[config.mk]
export PLATFORM = sky130hd
export DESIGN_NAME = gpib_handshake_management
export DESIGN_NICKNAME = d
export VERILOG_FILES = /design/src/gpib_pkg.sv /design/src/gpib_handshake_management.sv
export SDC_FILE = /design/constraint.sdc
export NUM_CORES = 1
export LEC_CHECK = 0
export BUFFER_PORTS_ARGS = -buffer_cell sky130_fd_sc_hd__buf_2
export CAP_MARGIN = 15
export CELL_PAD_IN_SITES_DETAIL_PLACEMENT = 0
export CELL_PAD_IN_SITES_GLOBAL_PLACEMENT = 1
export CORE_MARGIN = 2
export CORE_UTILIZATION = 51
export CTS_CLUSTER_SIZE = 25
export DETAILED_ROUTE_END_ITERATION = 7
export PLACE_DENSITY_LB_ADDON = 0.12
export SLEW_MARGIN = 20
export SYNTH_ARGS = -nofsm -noshare
export SYNTH_HDL_FRONTEND = slang
export SYNTH_SLANG_ARGS = --single-unit
[constraint.sdc]
create_clock -name ref_clk -period 6.7 [get_ports ref_clk]
set_input_delay 1.34 -clock ref_clk [delete_from_list [all_inputs] [get_ports ref_clk]]
set_output_delay 1.34 -clock ref_clk [all_outputs]
set_load 0.005 [all_outputs]
[src/gpib_pkg.sv]
// Shared constants and carrier types for the instrument-side bus interface
package gpib_pkg;

	// Clock rate and derived timing
	localparam int unsigned CLK_MHZ    = 100;
	localparam int unsigned SETTLE_NS  = 20;
	localparam int unsigned SETTLE_CYC = (SETTLE_NS * CLK_MHZ + 999) / 1000;
	localparam logic [3:0]  SETTLE_CNT = 4'(SETTLE_CYC);

	// Widths and buffer depth
	localparam int unsigned BYTE_W     = 8;
	localparam int unsigned ADDR_W     = 5;
	localparam int unsigned TX_DEPTH   = 8;

	// Multiline command layout: group in the upper bits, address in the low five
	localparam int unsigned GRP_LSB    = 5;
	localparam logic [1:0]  GRP_LISTEN = 2'h1;
	localparam logic [1:0]  GRP_TALK   = 2'h2;
	localparam logic [4:0]  ADDR_NONE  = 5'h1F;

	// Status word layout
	localparam int unsigned STAT_RQS   = 6;
	localparam int unsigned CAUSE_W    = 6;

	// Reset values
	localparam logic        RST_FLAG   = 1'b0;
	localparam logic [7:0]  RST_BYTE   = 8'h00;

	typedef enum logic [1:0] {
		S_IDLE  = 2'b00,
		S_LOAD  = 2'b01,
		S_VALID = 2'b11,
		S_REL   = 2'b10
	} src_state_e;

	typedef enum logic [1:0] {
		A_HOLD = 2'b00,
		A_RDY  = 2'b01,
		A_ACC  = 2'b11,
		A_REL  = 2'b10
	} acc_state_e;

	// Bus lines as seen inside: 1 means asserted (pin low)
	typedef struct packed {
		logic             atn;
		logic             ren;
		logic             ifc;
		logic             eoi;
		logic             dav;
		logic             nrfd;
		logic             ndac;
		logic [BYTE_W-1:0] dio;
	} bus_s;

	localparam bus_s BUS_IDLE = '0;

	typedef struct packed {
		logic              last;
		logic [BYTE_W-1:0] data;
	} tx_word_s;

	typedef struct packed {
		logic              cmd;
		logic              last;
		logic [BYTE_W-1:0] data;
	} rx_byte_s;

endpackage : gpib_pkg

[src/gpib_handshake_management.sv]
// Talk buffer and instrument-side management and byte handshake logic
`timescale 1ns/100ps

// What this block does
// - All bus lines are asserted when low.
// - Byte under ATN is command, otherwise data.
// - REN prepares remote operation; own address lights remote indicator.
// - REN plus own address remotes only us.
// - IFC forces talk idle and listen idle.
// - IFC darkens talk/listen indicators, remote untouched.
// - IFC never cancels remote mode.
// - Source asserts EOI with final byte.
// - Pull SRQ low while service needed.
// - Status word shows service request cause.
// - Source drives DAV; acceptors drive NRFD, NDAC.
// - NRFD/NDAC wired-AND; slowest acceptor decides.
// - Byte placed, NRFD high, NDAC low before DAV.
// - Assert DAV once byte stable and ready.
// - Acceptor drops NRFD, then releases NDAC.
// - Source releases DAV after NDAC high.
// - Acceptor pulls NDAC low after DAV release.
// - Release NRFD when ready; repeat after high.
// - One byte per handshake, data or command.
// - Eight active-low data lines, one byte each.

module tx_fifo #(
	parameter int unsigned WIDTH = 9,
	parameter int unsigned DEPTH = 8
) (
	input  wire logic             ref_clk,
	input  wire logic             rst,
	input  wire logic             in_valid,
	output logic                  in_ready,
	input  wire logic [WIDTH-1:0] in_data,
	output logic                  out_valid,
	input  wire logic             out_ready,
	output logic      [WIDTH-1:0] out_data
);
	localparam int unsigned PW = $clog2(DEPTH);
	localparam logic [PW:0] FULL_CNT = (PW+1)'(DEPTH);

	logic [WIDTH-1:0] mem_q [DEPTH];
	logic [PW-1:0]    wr_q;
	logic [PW-1:0]    rd_q;
	logic [PW:0]      cnt_q;
	logic [PW:0]      cnt_d;
	logic             push;
	logic             pop;

	assign push      = in_valid && in_ready;
	assign pop       = out_valid && out_ready;
	assign out_valid = (cnt_q != '0);
	assign out_data  = mem_q[rd_q];

	always_comb begin
		cnt_d = cnt_q;
		if (push && !pop) begin
			cnt_d = cnt_q + 1'b1;
		end else if (pop && !push) begin
			cnt_d = cnt_q - 1'b1;
		end
	end

	always_ff @(posedge ref_clk) begin
		if (push) begin
			mem_q[wr_q] <= in_data;
		end
	end

	always_ff @(posedge ref_clk or posedge rst) begin
		if (rst) begin
			wr_q     <= '0;
			rd_q     <= '0;
			cnt_q    <= '0;
			in_ready <= 1'b0;
		end else begin
			if (push) begin
				wr_q <= (wr_q == PW'(DEPTH - 1)) ? '0 : wr_q + 1'b1;
			end
			if (pop) begin
				rd_q <= (rd_q == PW'(DEPTH - 1)) ? '0 : rd_q + 1'b1;
			end
			cnt_q    <= cnt_d;
			in_ready <= (cnt_d != FULL_CNT);
		end
	end
endmodule : tx_fifo

module gpib_handshake_management import gpib_pkg::*; (
	input  wire logic              ref_clk,
	input  wire logic              rst,
	input  wire logic [ADDR_W-1:0] my_addr,
	input  wire logic              tx_valid,
	input  wire logic [BYTE_W-1:0] tx_data,
	input  wire logic              tx_last,
	output logic                   tx_ready,
	output logic                   rx_valid,
	output logic      [BYTE_W-1:0] rx_data,
	output logic                   rx_cmd,
	output logic                   rx_end,
	input  wire logic              rx_ready,
	input  wire logic [CAUSE_W-1:0] srq_cause,
	output logic      [BYTE_W-1:0] status_word,
	output logic                   remote_led,
	output logic                   talk_led,
	output logic                   listen_led,
	input  wire logic              atn_n,
	input  wire logic              ren_n,
	input  wire logic              ifc_n,
	input  wire logic              eoi_n_i,
	output logic                   eoi_n_o,
	output logic                   eoi_n_oe,
	input  wire logic              srq_n_i,
	output logic                   srq_n_o,
	output logic                   srq_n_oe,
	input  wire logic              dav_n_i,
	output logic                   dav_n_o,
	output logic                   dav_n_oe,
	input  wire logic              nrfd_n_i,
	output logic                   nrfd_n_o,
	output logic                   nrfd_n_oe,
	input  wire logic              ndac_n_i,
	output logic                   ndac_n_o,
	output logic                   ndac_n_oe,
	input  wire logic [BYTE_W-1:0] dio_n_i,
	output logic      [BYTE_W-1:0] dio_n_o,
	output logic                   dio_n_oe
);
	bus_s       raw;
	bus_s       meta_q;
	bus_s       bus;
	logic       pin_lvl_q;
	src_state_e src_q;
	acc_state_e acc_q;
	logic [3:0] settle_q;
	logic       last_q;
	logic       src_on;
	logic       acc_on;
	logic       capture;
	logic       pop;
	tx_word_s   push_word;
	tx_word_s   head_word;
	logic       head_valid;
	logic [1:0] grp;
	logic [4:0] cmd_addr;

	assign raw = bus_s'({~atn_n, ~ren_n, ~ifc_n, ~eoi_n_i, ~dav_n_i, ~nrfd_n_i,
		~ndac_n_i, ~dio_n_i});

	always_ff @(posedge ref_clk or posedge rst) begin
		if (rst) begin
			meta_q <= BUS_IDLE;
			bus    <= BUS_IDLE;
		end else begin
			meta_q <= raw;
			bus    <= meta_q;
		end
	end

	// Open-drain lines only ever pull low; the level flop keeps outputs registered
	always_ff @(posedge ref_clk or posedge rst) begin
		if (rst) begin
			pin_lvl_q <= RST_FLAG;
		end else begin
			pin_lvl_q <= RST_FLAG;
		end
	end

	assign eoi_n_o  = pin_lvl_q;
	assign srq_n_o  = pin_lvl_q;
	assign dav_n_o  = pin_lvl_q;
	assign nrfd_n_o = pin_lvl_q;
	assign ndac_n_o = pin_lvl_q;

	// source pauses while controller holds ATN
	assign src_on = talk_led && !bus.atn;
	assign acc_on = bus.atn || listen_led;
	assign pop    = src_on && (src_q == S_IDLE) && head_valid;

	assign push_word = '{last: tx_last, data: tx_data};

	tx_fifo #(
		.WIDTH ($bits(tx_word_s)),
		.DEPTH (TX_DEPTH)
	) u_tx_fifo (
		.ref_clk   (ref_clk),
		.rst       (rst),
		.in_valid  (tx_valid),
		.in_ready  (tx_ready),
		.in_data   (push_word),
		.out_valid (head_valid),
		.out_ready (pop),
		.out_data  (head_word)
	);

	// Source handshake; a byte under way is dropped if ATN takes the bus
	always_ff @(posedge ref_clk or posedge rst) begin
		if (rst) begin
			src_q    <= S_IDLE;
			settle_q <= '0;
			last_q   <= RST_FLAG;
			dio_n_o  <= ~RST_BYTE;
			dio_n_oe <= RST_FLAG;
			eoi_n_oe <= RST_FLAG;
			dav_n_oe <= RST_FLAG;
		end else if (!src_on) begin
			src_q    <= S_IDLE;
			dio_n_oe <= 1'b0;
			eoi_n_oe <= 1'b0;
			dav_n_oe <= 1'b0;
		end else begin
			case (src_q)
				S_IDLE: begin
					if (head_valid) begin
						dio_n_o  <= ~head_word.data;
						dio_n_oe <= 1'b1;
						eoi_n_oe <= head_word.last;
						last_q   <= head_word.last;
						settle_q <= SETTLE_CNT;
						src_q    <= S_LOAD;
					end
				end
				S_LOAD: begin
					if (settle_q != '0) begin
						settle_q <= settle_q - 1'b1;
					end else if (!bus.nrfd && bus.ndac) begin
						dav_n_oe <= 1'b1;
						src_q    <= S_VALID;
					end
				end
				S_VALID: begin
					if (!bus.ndac) begin
						dav_n_oe <= 1'b0;
						src_q    <= S_REL;
					end
				end
				S_REL: begin
					if (bus.ndac) begin
						dio_n_oe <= 1'b0;
						eoi_n_oe <= 1'b0;
						src_q    <= S_IDLE;
					end
				end
				default: begin
					src_q <= S_IDLE;
				end
			endcase
		end
	end

	assign capture = acc_on && (acc_q == A_RDY) && bus.dav;

	// Acceptor handshake; a bystander releases both lines
	always_ff @(posedge ref_clk or posedge rst) begin
		if (rst) begin
			acc_q     <= A_HOLD;
			nrfd_n_oe <= RST_FLAG;
			ndac_n_oe <= RST_FLAG;
		end else if (!acc_on) begin
			acc_q     <= A_HOLD;
			nrfd_n_oe <= 1'b0;
			ndac_n_oe <= 1'b0;
		end else begin
			case (acc_q)
				A_HOLD: begin
					nrfd_n_oe <= 1'b1;
					ndac_n_oe <= 1'b1;
					if (rx_ready && !bus.dav) begin
						nrfd_n_oe <= 1'b0;
						acc_q     <= A_RDY;
					end
				end
				A_RDY: begin
					if (bus.dav) begin
						nrfd_n_oe <= 1'b1;
						acc_q     <= A_ACC;
					end
				end
				A_ACC: begin
					ndac_n_oe <= 1'b0;
					acc_q     <= A_REL;
				end
				A_REL: begin
					if (!bus.dav) begin
						ndac_n_oe <= 1'b1;
						acc_q     <= A_HOLD;
					end
				end
				default: begin
					acc_q <= A_HOLD;
				end
			endcase
		end
	end

	always_ff @(posedge ref_clk or posedge rst) begin
		if (rst) begin
			rx_valid <= RST_FLAG;
			rx_data  <= RST_BYTE;
			rx_cmd   <= RST_FLAG;
			rx_end   <= RST_FLAG;
		end else begin
			rx_valid <= capture;
			if (capture) begin
				rx_data <= bus.dio;
				rx_cmd  <= bus.atn;
				rx_end  <= bus.eoi && !bus.atn;
			end
		end
	end

	assign grp      = bus.dio[GRP_LSB+1:GRP_LSB];
	assign cmd_addr = bus.dio[GRP_LSB-1:0];

	// Addressing; a talker is never also a listener here
	always_ff @(posedge ref_clk or posedge rst) begin
		if (rst) begin
			talk_led   <= RST_FLAG;
			listen_led <= RST_FLAG;
		end else if (bus.ifc) begin
			talk_led   <= 1'b0;
			listen_led <= 1'b0;
		end else if (capture && bus.atn) begin
			if (grp == GRP_LISTEN) begin
				if (cmd_addr == ADDR_NONE) begin
					listen_led <= 1'b0;
				end else if (cmd_addr == my_addr) begin
					listen_led <= 1'b1;
					talk_led   <= 1'b0;
				end
			end else if (grp == GRP_TALK) begin
				talk_led <= (cmd_addr == my_addr);
				if (cmd_addr == my_addr) begin
					listen_led <= 1'b0;
				end
			end
		end
	end

	always_ff @(posedge ref_clk or posedge rst) begin
		if (rst) begin
			remote_led <= RST_FLAG;
		end else if (!bus.ren) begin
			remote_led <= 1'b0;
		end else if (capture && bus.atn && cmd_addr == my_addr &&
			(grp == GRP_LISTEN || grp == GRP_TALK)) begin
			remote_led <= 1'b1;
		end
	end

	always_ff @(posedge ref_clk or posedge rst) begin
		if (rst) begin
			srq_n_oe    <= RST_FLAG;
			status_word <= RST_BYTE;
		end else begin
			srq_n_oe                   <= (srq_cause != '0);
			status_word                <= RST_BYTE;
			status_word[STAT_RQS]      <= (srq_cause != '0);
			status_word[CAUSE_W-1:0]   <= srq_cause;
		end
	end
endmodule : gpib_handshake_management

; Yosys cells after proc, flatten, opt, wreduce, memory -nomap -nowiden
; Memory sizes are Yosys's and may differ from the RTL's.
; Index checks and enable logic that the tools add are counted.
[totals]
in_bits = 40
ff_bits = 84
mem_bits_rw = 72
word_cells = 179
mem_count = 1
[memory_table]
columns = memory, depth, word_bits, read_ports, rd_ports_with_merged_regs, wr, line_no
row1 = u_tx_fifo.mem_q, 8, 9, 1, 0, 1, gpib_handshake_management.sv:42  ; logic [WIDTH-1:0] mem_q [DEPTH];
[op_classes]
n_eq_ne = 30
n_bitwise = 9
reduce_logical = 42
n_mux = 54
addsub = 5
[op_table]
columns = op, count
row1 = $mux 1, 30
row2 = $ne 3x3->1 const B, 10
row3 = $mux 2, 10
row4 = $mux 4, 4
row5 = $not 8->8, 2
row6 = $pmux 2 s4, 2
row7 = $reduce_and 4->1, 4
row8 = $logic_and 1x1->1, 15
row9 = $eq 2x2->1 const B, 5
row10 = $ne 3x1->1 const B, 3
row11 = $reduce_and 3->1, 3
row12 = $reduce_bool 3->1, 3
row13 = $pmux 1 s2, 4
row14 = $pmux 4 s2, 1
row15 = $reduce_bool 4->1, 2
row16 = $sub 4x1->4 const B, 2
row17 = $not 1->1, 7
row18 = $add 3x1->3 const B, 2
row19 = $eq 2x1->1 const B, 3
row20 = $eq 3x3->1 const B, 2
row21 = $mux 3, 2
row22 = $reduce_bool 6->1, 1
row23 = $eq 5x5->1, 1
row24 = $eq 5x5->1 const B, 1
row25 = other kinds (12), 21

; Logic depth before layout (Yosys ltp)
[logic_depth]
word_depth = 9
mapped_depth = 8
ltp_nobuf = 7

; By module
; From an unflattened synthesis, not the netlist that was laid out.
[hier_totals]
cells_unflattened = 417
area_unflattened_um2 = 6301.0
[modules_own_cells]
columns = mod, area_each_um2, instances, cells_each, seq_area_each_um2
row1 = tx_fifo, 3468.3, 1, 186, 2437.3
row2 = gpib_handshake_management, 2832.7, 1, 231, 1811.7

; Worst setup path after synthesis
; OpenSTA, ideal clock, no wires.
[synth_path]
kind = input to register
from = in tx_valid
to = mem u_tx_fifo.mem_q[0][0], enable pin
path_slack_ps = 3728
arrival_time_ps = 2573
required_time_ps = 6301
path_buffers = 1
cell_stages = 3
path_cell_list = nand2_1 > clkbuf_1 > nor4_1
[synth_via]
elab_chain_cells = 3
[synth_lines]
columns = item, line_no
row1 = "start, declared", gpib_handshake_management.sv:93  ; input wire logic tx_valid,
row2 = $logic_and 1x1->1, gpib_handshake_management.sv:50  ; assign push = in_valid && in_ready;
row3 = $mux 1, gpib_handshake_management.sv:65  ; if (push) begin
row4 = $mux 1 (implied by the code), gpib_handshake_management.sv:66  ; mem_q[wr_q] <= in_data;
row5 = "end, declared", gpib_handshake_management.sv:42
; Every way passes these cells.

; Worst setup path after layout
[layout_path]
from = in tx_valid
to = mem u_tx_fifo.mem_q[3][6], enable pin
; Same word-level chain as after synthesis.

==> reports/metrics.yaml <==
clock_network:
  cts.sinks: 155
  clock_path_buffers: 2
  tritoncts: "done"
  post_cts_buffers: 0
  htreeDepth: 4
  cts-root-buf: "clkbuf_16"
  clkSlewWorstSetupHoldPaths_ns: 0.06
  cts-buffers-inserted: 17
  hold_buffers: 0
  clock_latency_ns: 0.42
  cts_resized: 0
power:
  vdd_drop_max_v: 0.000292
  power_density_nw_per_um2: 358
  p_leak_nw: 3.01
grt:
  grt_max_degree: 84
  grt_first_pass_wirelength_mm: 17.2
  antenna_found_initial: 0
  overflow: 0
  grt_use_total: 0.180
  grt_pass1_vias: 3401
route:
  wl_per_cell_um: 15.9
  drtPass1Iterations: 4
  drc: 0
  postRouteAntennaNets: 0
  drt_iter0_drc: 151
  vias: 3414
  routed_wl_mm: 10.5
  viasPerCell: 5.20
worst_setup_path:
  crit_chain: "buf_2 -> and2_0 -> nand2_1 -> nor2_1"
  crit_cells: 4
  crit_type: "in -> reg"
  end_kind: "flip-flop"
  critPathArrivalTime_ns: 2.82
  cp.buffers_inverters: 1
  required_ns: 6.74
  slowest_delay_ns: 0.85
  critPathLaunchType: "primary input"
  r2r_cells: 7
  r2r_slack_ns: 4.34
  rr_endpoint: "u_tx_fifo.in_ready"
  endpoint: "u_tx_fifo.mem_q[3][6]"
  path_max_fanout: 9
  slowest_stage: "nor2_1"
  cp_top_family: "simple AND/OR/NAND/NOR gates"
  crit-reg2reg-launch: "u_tx_fifo.cnt_q[0]"
  crit_start: "tx_valid"
finish:
  drive_gt1_frac: 0.306
  nets: 551
  instances_no_fill: 657
  diodes: 0
  syn_to_final_growth_pct: 17.5
sta:
  slew_headroom: 0.288
  rsz0062_at_grt: "no"
  finalCriticalPeriod_ns: 2.78
  fin_crit_sh: 0.415
  setup_viol: 0
  hold_violations: 0
  slew_violations: 0
  fin_setup_tns_ns: 0
  whs_ns: 0.347
  fin_ws_ns: 3.92
  tightest_slew_ns: 1.06
  fmax_ghz: 0.360
  finalClockSkew_ns: 0.00623
floorplanning:
  rows: 40
  coreArea_um2: 11900
  die_area_um2: 13000
  fp.dieW_um: 114
  io_pins: 82
  start_util: 0.516
  die_y_um: 114
synth:
  synth_seq_cells: 155
  postSynthCellCount: 415
  async_flop_share: 0.535
  syn_area_um2: 6150
  synth-edff-count: 72
  synth_area_per_cell_um2: 14.8
  ys_types: 52
  ys.flop_type: "dfrtp_1"
  seq_area_frac_synth: 0.691
  yosys_warnings: 0
placed_design:
  io_buffers: 74
  gp_congestion: 0.766
  hpwlAfterDp_mm: 6.85
  pre_cts_slack_ns: 3.50
  place_inst: 625
job:
  maxCapViolCount: 0
worst_hold_path:
  hold_path_class: "reg -> reg"
status:
  status: "finished, final reports clean"
final cells by class:
class                   instances  area, um^2
clock buffers                  18         429
fillers                       928        4680
repair buffers                 77         397
well taps                     147         184
flip-flops and latches        155        4250
clock inverters                14         146
multi-input cells             215        1710
inverters                      31         118
Yosys cell counts, types with 2 or more instances:
cell	number	area [um^2]
buf_6	2	22.5
a211oi_1	2	15.0
o221a_2	2	22.5
a31oi_1	2	12.5
ha_1	14	175
a21oi_1	5	25.0
a311oi_1	2	17.5
mux2i_1	2	20.0
nand2b_1	6	37.5
dfstp_2	8	210
inv_1	31	116
buf_4	7	52.6
nor2_1	19	71.3
o211ai_1	2	15.0
xnor2_1	3	26.3
nand3_1	10	50.1
nand2_1	40	150
edfxtp_1	72	2160
o21ai_0	22	110
mux4_2	18	405
clkbuf_1	5	18.8
o22ai_1	2	12.5
or3_1	2	12.5
nor4_1	3	18.8
dfrtp_1	75	1880
o21a_1	2	15.0
buf_2	4	20.0
a21o_1	2	15.0
xor2_1	6	52.6
mux2_2	13	146
and2_1	2	12.5
nor3_1	10	50.1
how the worst min path moves through the flow:
stage               startpoint      end  slack (ns)  cells past startpoint
floorplan            meta_q[0]   bus[0]        0.33                      0
detailed placement  meta_q[14]  bus[14]        0.33                      0
finish               meta_q[2]   bus[2]        0.35                      0
CTS                  meta_q[5]   bus[5]        0.35                      0
global route         meta_q[6]   bus[6]        0.35                      0
global placement     meta_q[1]   bus[1]        0.33                      0
cell families (layout without fill, tap and decap cells):
group / Yosys count / after routing / synth area share
xor gates and xnor gates: 9 / 9 / 0.0128
other: 1 / 6 / 0.000610
adders and majority gates: 14 / 14 / 0.0285
AOI/OAI and AO/OA: 49 / 49 / 0.0513
and+or+nand+nor: 104 / 104 / 0.0848
muxes: 33 / 33 / 0.0930
buffers and inverters: 50 / 140 / 0.0380
DFF: 155 / 155 / 0.691
registers in the layout, summed over array words and instances, names as in the netlist, 3 cells and up:
name             count
status_word          7
rx_data              8
u_tx_fifo.cnt_q      4
bus                 15
u_tx_fifo.wr_q       3
dio_n_o              8
settle_q             4
meta_q              15
u_tx_fifo.rd_q       3
u_tx_fifo.mem_q     72
metrics by stage:
step	area, um^2	utilization	power (W)
finish	7230	0.607	0.00259
detailed placement	6650	0.558	0.00169
global placement	6650	0.558	0.00168
floorplan	6170	-	0.00154
global route	7230	0.607	0.00272
CTS	7220	0.607	0.00262
layer usage:
layer  vias up  GRT usage  share of wire
met5         -          0              0
met2        68      0.278           0.49
met4         0     0.0667          0.017
met3        16     0.0685          0.046
met1      1682      0.235           0.45
li1       1648          -              -
power by group:
group / leakage [nW] / switching (W) / internal (W)
Sequential: 1.65 / 0.0000910 / 0.00115
Combinational: 1.10 / 0.000221 / 0.000202
Clock: 0.268 / 0.000375 / 0.000548
cell usage in the layout (no fill, tap or decap), drive strengths merged, types with 3 or more instances in the layout:
| cell | instances |
|---|---|
| nor4 | 3 |
| buf | 77 |
| nor4b | 3 |
| ha | 14 |
| nand3 | 10 |
| edfxtp | 72 |
| mux4 | 18 |
| clkinv | 6 |
| dfstp | 8 |
| clkinvlp | 4 |
| inv | 33 |
| and2 | 3 |
| a21oi | 5 |
| clkbuf | 18 |
| nand2b | 7 |
| o21ai | 23 |
| conb | 6 |
| mux2 | 13 |
| nor2 | 19 |
| nor3 | 10 |
| nand2 | 40 |
| xor2 | 6 |
| dfrtp | 75 |
| xnor2 | 3 |
worst reg2reg max path: stages (launching register included):
cell and delay [ns]:
dfrtp_1 0.42, inv_1 0.14, ha_1 0.24, nor3b_1 0.39, nand2b_2 0.55, o32ai_2 0.17
xor2_1 0.18, o2111ai_1 0.13
Power figures use the tool's default switching activity.
